<file path="src/sleep_power_map.svh">
`ifndef SLEEP_POWER_MAP_SVH
`define SLEEP_POWER_MAP_SVH
// How it works
// Software detector disable acts on sleep entry
// Detector re-enabled automatically on every wake
// Wake delay stretched to 60 us
// Disable bit affects Power-down and Standby only
// Disable bit written only via unlock sequence
// Software sets both bits, then disable alone
// Disable active after three cycles, clears after three
// Gated peripheral state is frozen
// Gated peripheral registers blocked, resources kept
// Clearing gate bit resumes peripheral unchanged
// Gating acts in Active and Idle only
// Comparator off in all sleeps except Idle
// Internal reference kept for comparator unless disabled
// Reference on only when detector or comparator needs
// Fuse-enabled detector stays on during sleep
// Enabled watchdog keeps running in sleep
// Input buffers off when I/O clock stopped, except wake pins
// Software may disable individual input buffers
// Mode bits 6 and 4 select sleep mode
// Sleep only while sleep enable bit set
// Standby advised only with crystal clock
// Gating register bits 7..4 read zero
// Bits 3 and 2 stop wide and narrow timers
// Bit 1 stops universal serial interface
// Bit 0 stops asynchronous serial module
// Detector control at 0x07, upper bits zero
// One-cycle sleep request acted on when enabled
// Clock gate enables are registered glitch-free

`define DET_CTRL_ADDR 8'h07
`define CORE_CTRL_ADDR 8'h35
`define GATING_ADDR 8'h36
`define INBUF_ADDR 8'h37
`define SLEEP_STATUS_ADDR 8'h38
`define DET_CTRL_RESET 8'h00
`define CORE_CTRL_RESET 8'h00
`define GATING_RESET 8'h00
`define INBUF_RESET 8'h00
`define BIT_SELECT_HIGH 6
`define BIT_SLEEP_ENABLE 5
`define BIT_SELECT_LOW 4
`define BIT_DISABLE 1
`define BIT_UNLOCK 0
`define GATING_MASK 8'h0f
`define DET_CTRL_MASK 8'h03
`define UNLOCK_WINDOW 3'd4
`define ARM_DELAY 3'd3
`define ACTIVE_SPAN 3'd3
`define CLK_MHZ 200
`define WAKE_DELAY_US 60
`define WAKE_DELAY_CYCLES (`WAKE_DELAY_US * `CLK_MHZ)
`endif

</file>
<file path="src/sleep_power_pkg.sv">
package sleep_power_pkg;
	typedef enum logic [1:0] {
		mode_idle,
		mode_power_down,
		mode_standby
	} sleep_mode_t;
	typedef enum logic [1:0] {
		st_run,
		st_sleep,
		st_wake
	} sleep_state_t;
endpackage : sleep_power_pkg

</file>
<file path="src/sleep_power_gating_control.sv">
`include "sleep_power_map.svh"

module sleep_power_gating_control
	import sleep_power_pkg::*;
#(
	parameter int WAKE_CYCLES = `WAKE_DELAY_CYCLES
)
(
	// Clock and reset.
	input wire logic clk_i,
	input wire logic rst_i,
	// Register port.
	input wire logic [7:0] addr_i,
	input wire logic [7:0] wdata_i,
	input wire logic wr_i,
	input wire logic rd_i,
	output logic [7:0] rdata_o,
	// Processor core.
	input wire logic sleep_req_i,
	input wire logic wake_i,
	output logic cpu_clk_en_o,
	output logic sleeping_o,
	// Analog and system state.
	input wire logic detector_fuse_en_i,
	input wire logic comparator_off_i,
	input wire logic comparator_refsel_i,
	input wire logic watchdog_en_i,
	input wire logic [7:0] wake_pin_mask_i,
	output logic detector_en_o,
	output logic reference_en_o,
	output logic comparator_en_o,
	output logic watchdog_run_o,
	output logic [7:0] input_buf_en_o,
	// Peripheral clock and register access enables.
	output logic timer_wide_clk_en_o,
	output logic timer_narrow_clk_en_o,
	output logic universal_serial_clk_en_o,
	output logic async_serial_clk_en_o,
	output logic [3:0] periph_access_en_o
);

	logic [7:0] core_ctrl_reg;
	logic [7:0] gating_reg;
	logic [7:0] inbuf_dis_reg;
	logic unlock_reg;
	logic [2:0] unlock_cnt_reg;
	logic [2:0] arm_cnt_reg;
	logic [2:0] active_cnt_reg;
	logic disable_active_reg;
	logic det_off_reg;
	logic long_wake_reg;
	logic [31:0] wake_cnt_reg;
	sleep_state_t state_reg;
	sleep_mode_t mode_reg;

	function automatic sleep_mode_t decode_mode(input logic [7:0] ctrl);
		unique case ({ctrl[`BIT_SELECT_HIGH], ctrl[`BIT_SELECT_LOW]})
			2'b00: decode_mode = mode_idle;
			2'b10: decode_mode = mode_standby;
			default: decode_mode = mode_power_down;
		endcase
	endfunction : decode_mode

	function automatic logic reg_hit(input logic [7:0] addr,
		input logic [7:0] target);
		reg_hit = addr == target;
	endfunction : reg_hit

	wire sleep_mode_t sel_mode = decode_mode(core_ctrl_reg);
	wire wr_det = wr_i && reg_hit(addr_i, `DET_CTRL_ADDR);
	wire wr_core = wr_i && reg_hit(addr_i, `CORE_CTRL_ADDR);
	wire wr_gate = wr_i && reg_hit(addr_i, `GATING_ADDR);
	wire wr_inbuf = wr_i && reg_hit(addr_i, `INBUF_ADDR);
	wire unlock_write = wr_det && wdata_i[`BIT_DISABLE]
		&& wdata_i[`BIT_UNLOCK];
	// Second step of the sequence must arrive while unlock is open.
	wire disable_write = wr_det && unlock_reg && wdata_i[`BIT_DISABLE]
		&& !wdata_i[`BIT_UNLOCK];
	wire disable_pending = arm_cnt_reg != 3'd0;
	wire disable_bit = disable_pending || disable_active_reg;
	// Sleep is honoured only with sleep enable set.
	wire go_sleep = state_reg == st_run && sleep_req_i
		&& core_ctrl_reg[`BIT_SLEEP_ENABLE];
	wire deep_mode = sel_mode != mode_idle;
	wire sw_det_off = disable_active_reg && deep_mode;
	wire in_sleep = state_reg == st_sleep;
	wire sleep_deep = in_sleep && mode_reg != mode_idle;
	wire wake_done = state_reg == st_wake && wake_cnt_reg == 32'd0;
	// Gate bits only matter in Active and Idle; deep sleep stops all.
	wire [3:0] clk_on = sleep_deep ? 4'h0 : ~gating_reg[3:0];
	wire det_on_next = detector_fuse_en_i && !det_off_reg;
	wire cmp_on_next = !comparator_off_i && !sleep_deep;
	wire ref_on_next = det_on_next
		|| (!comparator_off_i && comparator_refsel_i);
	wire [7:0] inbuf_next = sleep_deep
		? (wake_pin_mask_i & ~inbuf_dis_reg)
		: ~inbuf_dis_reg;

	always_ff @(posedge clk_i or posedge rst_i)
	begin
		if (rst_i)
			core_ctrl_reg <= `CORE_CTRL_RESET;
		else if (wr_core)
			core_ctrl_reg <= wdata_i;
	end

	always_ff @(posedge clk_i or posedge rst_i)
	begin
		if (rst_i)
			gating_reg <= `GATING_RESET;
		else if (wr_gate)
			gating_reg <= wdata_i & `GATING_MASK;
	end

	always_ff @(posedge clk_i or posedge rst_i)
	begin
		if (rst_i)
			inbuf_dis_reg <= `INBUF_RESET;
		else if (wr_inbuf)
			inbuf_dis_reg <= wdata_i;
	end

	// Unlock window: open for four cycles after the first write.
	always_ff @(posedge clk_i or posedge rst_i)
	begin
		if (rst_i)
		begin
			unlock_reg <= 1'b0;
			unlock_cnt_reg <= 3'd0;
		end
		else if (unlock_write && !unlock_reg)
		begin
			unlock_reg <= 1'b1;
			unlock_cnt_reg <= `UNLOCK_WINDOW;
		end
		else if (disable_write || unlock_cnt_reg == 3'd1)
		begin
			unlock_reg <= 1'b0;
			unlock_cnt_reg <= 3'd0;
		end
		else if (unlock_cnt_reg != 3'd0)
			unlock_cnt_reg <= unlock_cnt_reg - 3'd1;
	end

	// Disable bit arms three cycles after set, then lives three cycles.
	always_ff @(posedge clk_i or posedge rst_i)
	begin
		if (rst_i)
		begin
			arm_cnt_reg <= 3'd0;
			active_cnt_reg <= 3'd0;
			disable_active_reg <= 1'b0;
		end
		else if (disable_write)
		begin
			arm_cnt_reg <= `ARM_DELAY;
			active_cnt_reg <= 3'd0;
			disable_active_reg <= 1'b0;
		end
		else if (arm_cnt_reg == 3'd1)
		begin
			arm_cnt_reg <= 3'd0;
			disable_active_reg <= 1'b1;
			active_cnt_reg <= `ACTIVE_SPAN;
		end
		else if (arm_cnt_reg != 3'd0)
			arm_cnt_reg <= arm_cnt_reg - 3'd1;
		else if (active_cnt_reg == 3'd1)
		begin
			active_cnt_reg <= 3'd0;
			disable_active_reg <= 1'b0;
		end
		else if (active_cnt_reg != 3'd0)
			active_cnt_reg <= active_cnt_reg - 3'd1;
	end

	// Sleep sequencer.
	always_ff @(posedge clk_i or posedge rst_i)
	begin
		if (rst_i)
		begin
			state_reg <= st_run;
			mode_reg <= mode_idle;
			det_off_reg <= 1'b0;
			long_wake_reg <= 1'b0;
			wake_cnt_reg <= 32'd0;
		end
		else
		begin
			unique case (state_reg)
				st_run:
					if (go_sleep)
					begin
						state_reg <= st_sleep;
						mode_reg <= sel_mode;
						det_off_reg <= sw_det_off;
						long_wake_reg <= sw_det_off;
					end
				st_sleep:
					if (wake_i)
					begin
						state_reg <= st_wake;
						det_off_reg <= 1'b0;
						// The detector needs time to settle after restart.
						wake_cnt_reg <= long_wake_reg
							? WAKE_CYCLES[31:0] : 32'd0;
					end
				st_wake:
					if (wake_done)
						state_reg <= st_run;
					else
						wake_cnt_reg <= wake_cnt_reg - 32'd1;
			endcase
		end
	end

	// All outputs registered so enables change only on clock edges.
	always_ff @(posedge clk_i or posedge rst_i)
	begin
		if (rst_i)
			cpu_clk_en_o <= 1'b1;
		else
			cpu_clk_en_o <= state_reg == st_run && !go_sleep;
	end

	always_ff @(posedge clk_i or posedge rst_i)
	begin
		if (rst_i)
			sleeping_o <= 1'b0;
		else
			sleeping_o <= state_reg != st_run || go_sleep;
	end

	always_ff @(posedge clk_i or posedge rst_i)
	begin
		if (rst_i)
			detector_en_o <= 1'b0;
		else
			detector_en_o <= det_on_next;
	end

	always_ff @(posedge clk_i or posedge rst_i)
	begin
		if (rst_i)
			reference_en_o <= 1'b0;
		else
			reference_en_o <= ref_on_next;
	end

	always_ff @(posedge clk_i or posedge rst_i)
	begin
		if (rst_i)
			comparator_en_o <= 1'b0;
		else
			comparator_en_o <= cmp_on_next;
	end

	always_ff @(posedge clk_i or posedge rst_i)
	begin
		if (rst_i)
			watchdog_run_o <= 1'b0;
		else
			watchdog_run_o <= watchdog_en_i;
	end

	always_ff @(posedge clk_i or posedge rst_i)
	begin
		if (rst_i)
			input_buf_en_o <= 8'hff;
		else
			input_buf_en_o <= inbuf_next;
	end

	// Stopped clock holds peripheral state; restart resumes it.
	always_ff @(posedge clk_i or posedge rst_i)
	begin
		if (rst_i)
			timer_wide_clk_en_o <= 1'b1;
		else
			timer_wide_clk_en_o <= clk_on[3];
	end

	always_ff @(posedge clk_i or posedge rst_i)
	begin
		if (rst_i)
			timer_narrow_clk_en_o <= 1'b1;
		else
			timer_narrow_clk_en_o <= clk_on[2];
	end

	always_ff @(posedge clk_i or posedge rst_i)
	begin
		if (rst_i)
			universal_serial_clk_en_o <= 1'b1;
		else
			universal_serial_clk_en_o <= clk_on[1];
	end

	always_ff @(posedge clk_i or posedge rst_i)
	begin
		if (rst_i)
			async_serial_clk_en_o <= 1'b1;
		else
			async_serial_clk_en_o <= clk_on[0];
	end

	always_ff @(posedge clk_i or posedge rst_i)
	begin
		if (rst_i)
			periph_access_en_o <= 4'hf;
		else
			periph_access_en_o <= ~gating_reg[3:0];
	end

	// Read data appear in the cycle after the read strobe.
	always_ff @(posedge clk_i or posedge rst_i)
	begin
		if (rst_i)
			rdata_o <= 8'h00;
		else if (rd_i)
		begin
			unique case (addr_i)
				`DET_CTRL_ADDR: rdata_o <= {6'h00, disable_bit,
					unlock_reg};
				`CORE_CTRL_ADDR: rdata_o <= core_ctrl_reg;
				`GATING_ADDR: rdata_o <= gating_reg;
				`INBUF_ADDR: rdata_o <= inbuf_dis_reg;
				`SLEEP_STATUS_ADDR: rdata_o <= {4'h0, long_wake_reg,
					det_off_reg, state_reg};
				default: rdata_o <= 8'h00;
			endcase
		end
		else
			rdata_o <= 8'h00;
	end

endmodule : sleep_power_gating_control

</file>
<file path="config.mk">
export PLATFORM = sky130hd
export DESIGN_NAME = sleep_power_gating_control
export DESIGN_NICKNAME = d
export VERILOG_FILES = /design/src/sleep_power_pkg.sv /design/src/sleep_power_gating_control.sv
export VERILOG_INCLUDE_DIRS = /design/src /design/src/src
export SDC_FILE = /design/constraint.sdc
export NUM_CORES = 1
export LEC_CHECK = 0
export BUFFER_PORTS_ARGS = -buffer_cell sky130_fd_sc_hd__buf_2
export CELL_PAD_IN_SITES_DETAIL_PLACEMENT = 0
export CELL_PAD_IN_SITES_GLOBAL_PLACEMENT = 1
export CORE_ASPECT_RATIO = 1.2
export CORE_UTILIZATION = 40
export CTS_BUF_LIST = sky130_fd_sc_hd__clkbuf_16
export DETAILED_ROUTE_END_ITERATION = 10
export GPL_TIMING_DRIVEN = 0
export HOLD_SLACK_MARGIN = 0.06
export PLACE_DENSITY_LB_ADDON = 0.2
export SLEW_MARGIN = 30
export SYNTH_ARGS = -nofsm -noshare
export SYNTH_HDL_FRONTEND = slang
export SYNTH_SLANG_ARGS = --single-unit
</file>
<file path="constraint.sdc">
create_clock -name clk_i -period 6.1 [get_ports clk_i]
set_input_delay 0.305 -clock clk_i [delete_from_list [all_inputs] [get_ports clk_i]]
set_output_delay 0.305 -clock clk_i [all_outputs]
set_load 0.005 [all_outputs]
</file>
==> impl_table.tex <==
\begin{tabular}{lr}
\hline
Metric & Value \\
\hline
\multicolumn{2}{l}{\textbf{Status}} \\
\quad Run status & finished, final reports clean \\
\multicolumn{2}{l}{\textbf{Cells and area}} \\
\quad Antenna cells & 0 \\
\quad Total area of multi-input combinational cells & 0.002166 mm\^{}2 \\
\quad P\&R area growth vs syn & 18.54\% \\
\quad Max FFs per register & 32 \\
\quad Fill cell instance count of the final layout & approximately 1,100 \\
\quad Share of final-layout standard cells stronger than drive strength 1 & 26.57\% \\
\quad FF/Latch Area & between 0.002 and 0.0025 mm\^{}2 \\
\quad Final nets & 585 \\
\multicolumn{2}{l}{\textbf{Yosys}} \\
\quad Net count after synthesis & 508 \\
\quad Cell taking the most area after synthesis & sky130\_fd\_sc\_hd\_\_dfrtp\_1 \\
\quad Synth top area share & a little over two fifths \\
\quad Number of library cell types mapped by synthesis & 67 \\
\quad Synthesized area & approximately 0.0048 mm\^{}2 \\
\quad Synthesized area per cell & roughly 10 um\^{}2 \\
\quad Cell types occupying the most area after synthesis & sky130\_fd\_sc\_hd\_\_dfrtp\_1, sky130\_fd\_sc\_hd\_\_dfstp\_2, sky130\_fd\_sc\_hd\_\_mux2\_2 \\
\quad Yosys warns & 0 \\
\quad Top FF cell, synth & sky130\_fd\_sc\_hd\_\_dfrtp\_1 \\
\quad Count of state elements after synthesis & 99 \\
\quad Gate Count Post-Synth & 461 \\
\quad Fraction of registers with async set or reset after synthesis & 100.0\% \\
\quad Part of the Yosys area used for sequential elements & between 50\% and 60\% \\
\quad Post-synth EDFFs & 0 \\
\multicolumn{2}{l}{\textbf{Floorplanning}} \\
\quad Total die area & around 0.012 mm\^{}2 \\
\quad Die boundary height & between 100 and 150 um \\
\quad Total number of placement rows & 43 \\
\quad Die W & between 100 and 150 um \\
\quad Number of I/O pins & between 60 and 70 \\
\quad Starting utilization of the core area & roughly two fifths \\
\quad Core footprint & about 0.012 mm\^{}2 \\
\multicolumn{2}{l}{\textbf{STA}} \\
\quad Unrepaired setup endpoints after global routing & false \\
\quad Transition at the pin with the smallest max-transition slack & around 0.76 ns \\
\quad Worst-case headroom to the max-slew limit & around 49\% \\
\quad Shortest period the worst path allows & slightly above 3 ns \\
\quad Max Clock Skew & between 0.008 and 0.009 ns \\
\quad Slew Viols, Final & 0 \\
\quad Highest attainable clock frequency & between 300 and 400 MHz \\
\quad Total setup violations reported at the end of the flow & 0 \\
\quad Final-report hold violation count & 0 \\
\quad Final clock period utilization by the worst path & around 50\% \\
\quad Worst-case setup margin in the final layout & around 3.0 ns \\
\quad Setup TNS Final & 0 ns \\
\multicolumn{2}{l}{\textbf{Power}} \\
\quad Maximum VDD drop & 0.1944 mV \\
\quad Part of the total power dissipated in sequential elements & $\sim$38\% \\
\quad Static power due to leakage & 2.525 nW \\
\quad Switching power & about 900 uW \\
\quad Relative contribution of the clock network to total power & 24.8\% \\
\quad Cell Pwr Density & around 430 mW/mm\^{}2 \\
\quad P\_int & 1.509 mW \\
\quad Combinational share of power & a little under two fifths \\
\quad Switching Fraction & roughly 38\% \\
\multicolumn{2}{l}{\textbf{Critical path}} \\
\quad Critical path startpoint category & register \\
\quad Critical path peak fanout & 8 \\
\quad Worst Path Arrival & roughly 3.3 ns \\
\quad Data required time at the worst endpoint & $\sim$6.3 ns \\
\quad Kind of end point of the critical path & register \\
\quad Worst Path Class, Setup & register to register \\
\multicolumn{2}{l}{\textbf{CTS}} \\
\quad Count of H-tree levels built during CTS & 3 \\
\quad Cts hold-fix bufs & 2 \\
\quad Buffers inserted by post-CTS timing repair & 0 \\
\quad CTS Buf Count & 9 \\
\quad Bufs on Longest Clock Path & 2 \\
\quad Clock input transition at the sequential cells of the worst setup and hold paths & $\sim$0.070 ns \\
\quad Number of gates given a new drive strength after cts & 0 \\
\quad Clk Latency, worst-skew pair & 0.35 ns \\
\quad TritonCTS clock tree & built \\
\quad Clock tree root buffer cell & sky130\_fd\_sc\_hd\_\_clkbuf\_16 \\
\quad CTS sink count & between 90 and 100 \\
\multicolumn{2}{l}{\textbf{Global route}} \\
\quad Gr ovfl total & 0 \\
\quad Overall track demand over capacity in global routing & around a fifth \\
\quad Wire length of the first global-routing pass & 19,300 um \\
\quad Maximum number of pins on one net before global-route repair & 60 \\
\quad Vias in the first global route & around 3,800 \\
\quad Antenna violations before repair & 0 \\
\multicolumn{2}{l}{\textbf{Route}} \\
\quad Vias post-DR & $\sim$3,700 \\
\quad WL/cell & about 16 um \\
\quad Number of design-rule violations left by the first detailed-router iteration & 205 \\
\quad First drt pass iteration count & 4 \\
\quad Number of DRC violations after detailed routing & 0 \\
\quad Number of nets with antenna violations after detailed routing & 0 \\
\quad Total detailed-routing wirelength & about 11,000 um \\
\quad Vias/cell & roughly 5.3 \\
\multicolumn{2}{l}{\textbf{Hold path}} \\
\quad Worst hold-check path type & input port to register \\
\multicolumn{2}{l}{\textbf{Placement}} \\
\quad Post-DP HPWL & between 8000 and 9000 um \\
\quad \# port buffers & 63 \\
\quad Post-placement worst setup slack & 3.088 ns \\
\quad Weighted congestion reported at the end of routability-driven placement & between 0.7 and 0.8 \\
\multicolumn{2}{l}{\textbf{Job}} \\
\quad Maximum capacitance violations & 0 \\
\hline
\end{tabular}
## power by group through the flow
stage | clock (mW) | combinational [mW] | sequential [mW]
final | 0.600 | 0.912 | 0.907
after global routing | 0.636 | 1.05 | 0.930
after CTS | 0.615 | 0.915 | 0.908
after detailed placement | 0 | 0.908 | 0.919
after global placement | 0 | 0.888 | 0.914
after floorplan | 0 | 0.700 | 0.886
## path summary, 6_finish.rpt
check / cells after the start / slack [ns] / start / to
max reg2reg: 9 / 3.05 / state_reg[0] / wake_cnt_reg[19]
min in group asynchronous: 3 / 0.50 / rst_i / state_reg[1]
max: 9 / 3.05 / state_reg[0] / wake_cnt_reg[19]
max in group asynchronous: 4 / 4.90 / rst_i / input_buf_en_o[3]
min: 2 / 0.12 / comparator_off_i / comparator_en_o
min reg2reg: 1 / 0.42 / inbuf_dis_reg[7] / input_buf_en_o[7]
## cell type report
cell class,count,area share [%]
Clock buffer,9,3.976
Timing Repair Buffer,66,6.406
Multi-Input combinational cell,331,38.24
Buffer,11,0.9499
Sequential cell,99,44.11
Inverter,20,1.414
Clock inverter,6,1.436
Tap cell,157,3.468
## through the flow
| step | cell area, um^2 | cells | utilization [%] | total power, mW | hold WS [ns] |
|---|---|---|---|---|---|
| after global placement | 5290 | 681 | 45.52 | 1.802 | 0.4060 |
| final | 5664 | 699 | 48.74 | 2.419 | 0.1176 |
| after CTS | 5659 | 699 | 48.70 | 2.438 | 0.1105 |
| after detailed placement | 5333 | 682 | 45.89 | 1.826 | 0.3537 |
| after global routing | 5664 | 699 | 48.74 | 2.613 | 0.1301 |
| after floorplan | 4778 | 461 | - | 1.586 | 0.3364 |
## worst max-delay path, stage by stage, from the launching register on
cell,delay [ns]
sky130_fd_sc_hd__dfrtp_1,0.43
sky130_fd_sc_hd__inv_1,0.12
sky130_fd_sc_hd__ha_1,0.14
sky130_fd_sc_hd__buf_2,0.19
sky130_fd_sc_hd__or4b_2,0.62
sky130_fd_sc_hd__or3_1,0.33
sky130_fd_sc_hd__buf_2,0.17
sky130_fd_sc_hd__o311ai_0,0.65
sky130_fd_sc_hd__or3_1,0.20
sky130_fd_sc_hd__a21oi_1,0.06
## cells by family after synthesis
group | count (synthesis) | synth area share [%]
AND/OR/NAND/NOR | 173 | 18.88
AO/OA/AOI/OAI | 114 | 15.82
flip-flops | 99 | 52.29
buffers and inverters | 31 | 2.697
multiplexers | 25 | 5.813
adder cells (fa/ha/maj) | 13 | 3.404
XOR/XNOR | 6 | 1.100
## synth_stat cells, types with 8 or more instances
cell type	n
sky130_fd_sc_hd__nor2_1	59
sky130_fd_sc_hd__or4_1	9
sky130_fd_sc_hd__ha_1	13
sky130_fd_sc_hd__a22oi_1	10
sky130_fd_sc_hd__inv_1	20
sky130_fd_sc_hd__o21ai_0	31
sky130_fd_sc_hd__dfrtp_1	82
sky130_fd_sc_hd__nor4_1	9
sky130_fd_sc_hd__nand2_1	29
sky130_fd_sc_hd__or3_1	14
sky130_fd_sc_hd__a21oi_1	28
sky130_fd_sc_hd__nor2b_1	8
sky130_fd_sc_hd__dfstp_2	17
sky130_fd_sc_hd__mux2_2	21
sky130_fd_sc_hd__nor3_1	11
## metal layers
layer / track usage [%] / up-vias / share of wire [%]
met4: 8.424 / 0 / 2.0
li1: - / 1822 / -
met1: 26.94 / 1812 / 45
met2: 33.15 / 70 / 49
met5: 0 / - / 0
met3: 3.787 / 13 / 4.0
## cells in the final DEF, fill, tap and decap left out, types with 3 or more instances in the layout
master	n
sky130_fd_sc_hd__a211oi_1	3
sky130_fd_sc_hd__a21o_1	3
sky130_fd_sc_hd__a21oi_1	28
sky130_fd_sc_hd__a22oi_1	10
sky130_fd_sc_hd__a31oi_1	3
sky130_fd_sc_hd__a41oi_1	3
sky130_fd_sc_hd__buf_2	67
sky130_fd_sc_hd__clkbuf_1	5
sky130_fd_sc_hd__clkbuf_16	9
sky130_fd_sc_hd__dfrtp_1	82
sky130_fd_sc_hd__dfstp_2	17
sky130_fd_sc_hd__ha_1	13
sky130_fd_sc_hd__inv_1	19
sky130_fd_sc_hd__mux2_2	21
sky130_fd_sc_hd__mux2i_1	3
sky130_fd_sc_hd__nand2_1	29
sky130_fd_sc_hd__nand2b_1	6
sky130_fd_sc_hd__nand3_1	3
sky130_fd_sc_hd__nand4_1	3
sky130_fd_sc_hd__nor2_1	59
sky130_fd_sc_hd__nor2b_1	8
sky130_fd_sc_hd__nor3_1	10
sky130_fd_sc_hd__nor3b_1	3
sky130_fd_sc_hd__nor4_1	9
sky130_fd_sc_hd__o21ai_0	31
sky130_fd_sc_hd__o31a_1	3
sky130_fd_sc_hd__o31ai_1	5
sky130_fd_sc_hd__or2_2	3
sky130_fd_sc_hd__or3_1	14
sky130_fd_sc_hd__or4_1	9
sky130_fd_sc_hd__xnor2_1	4
No activity file was read; power rests on OpenSTA's default activity.
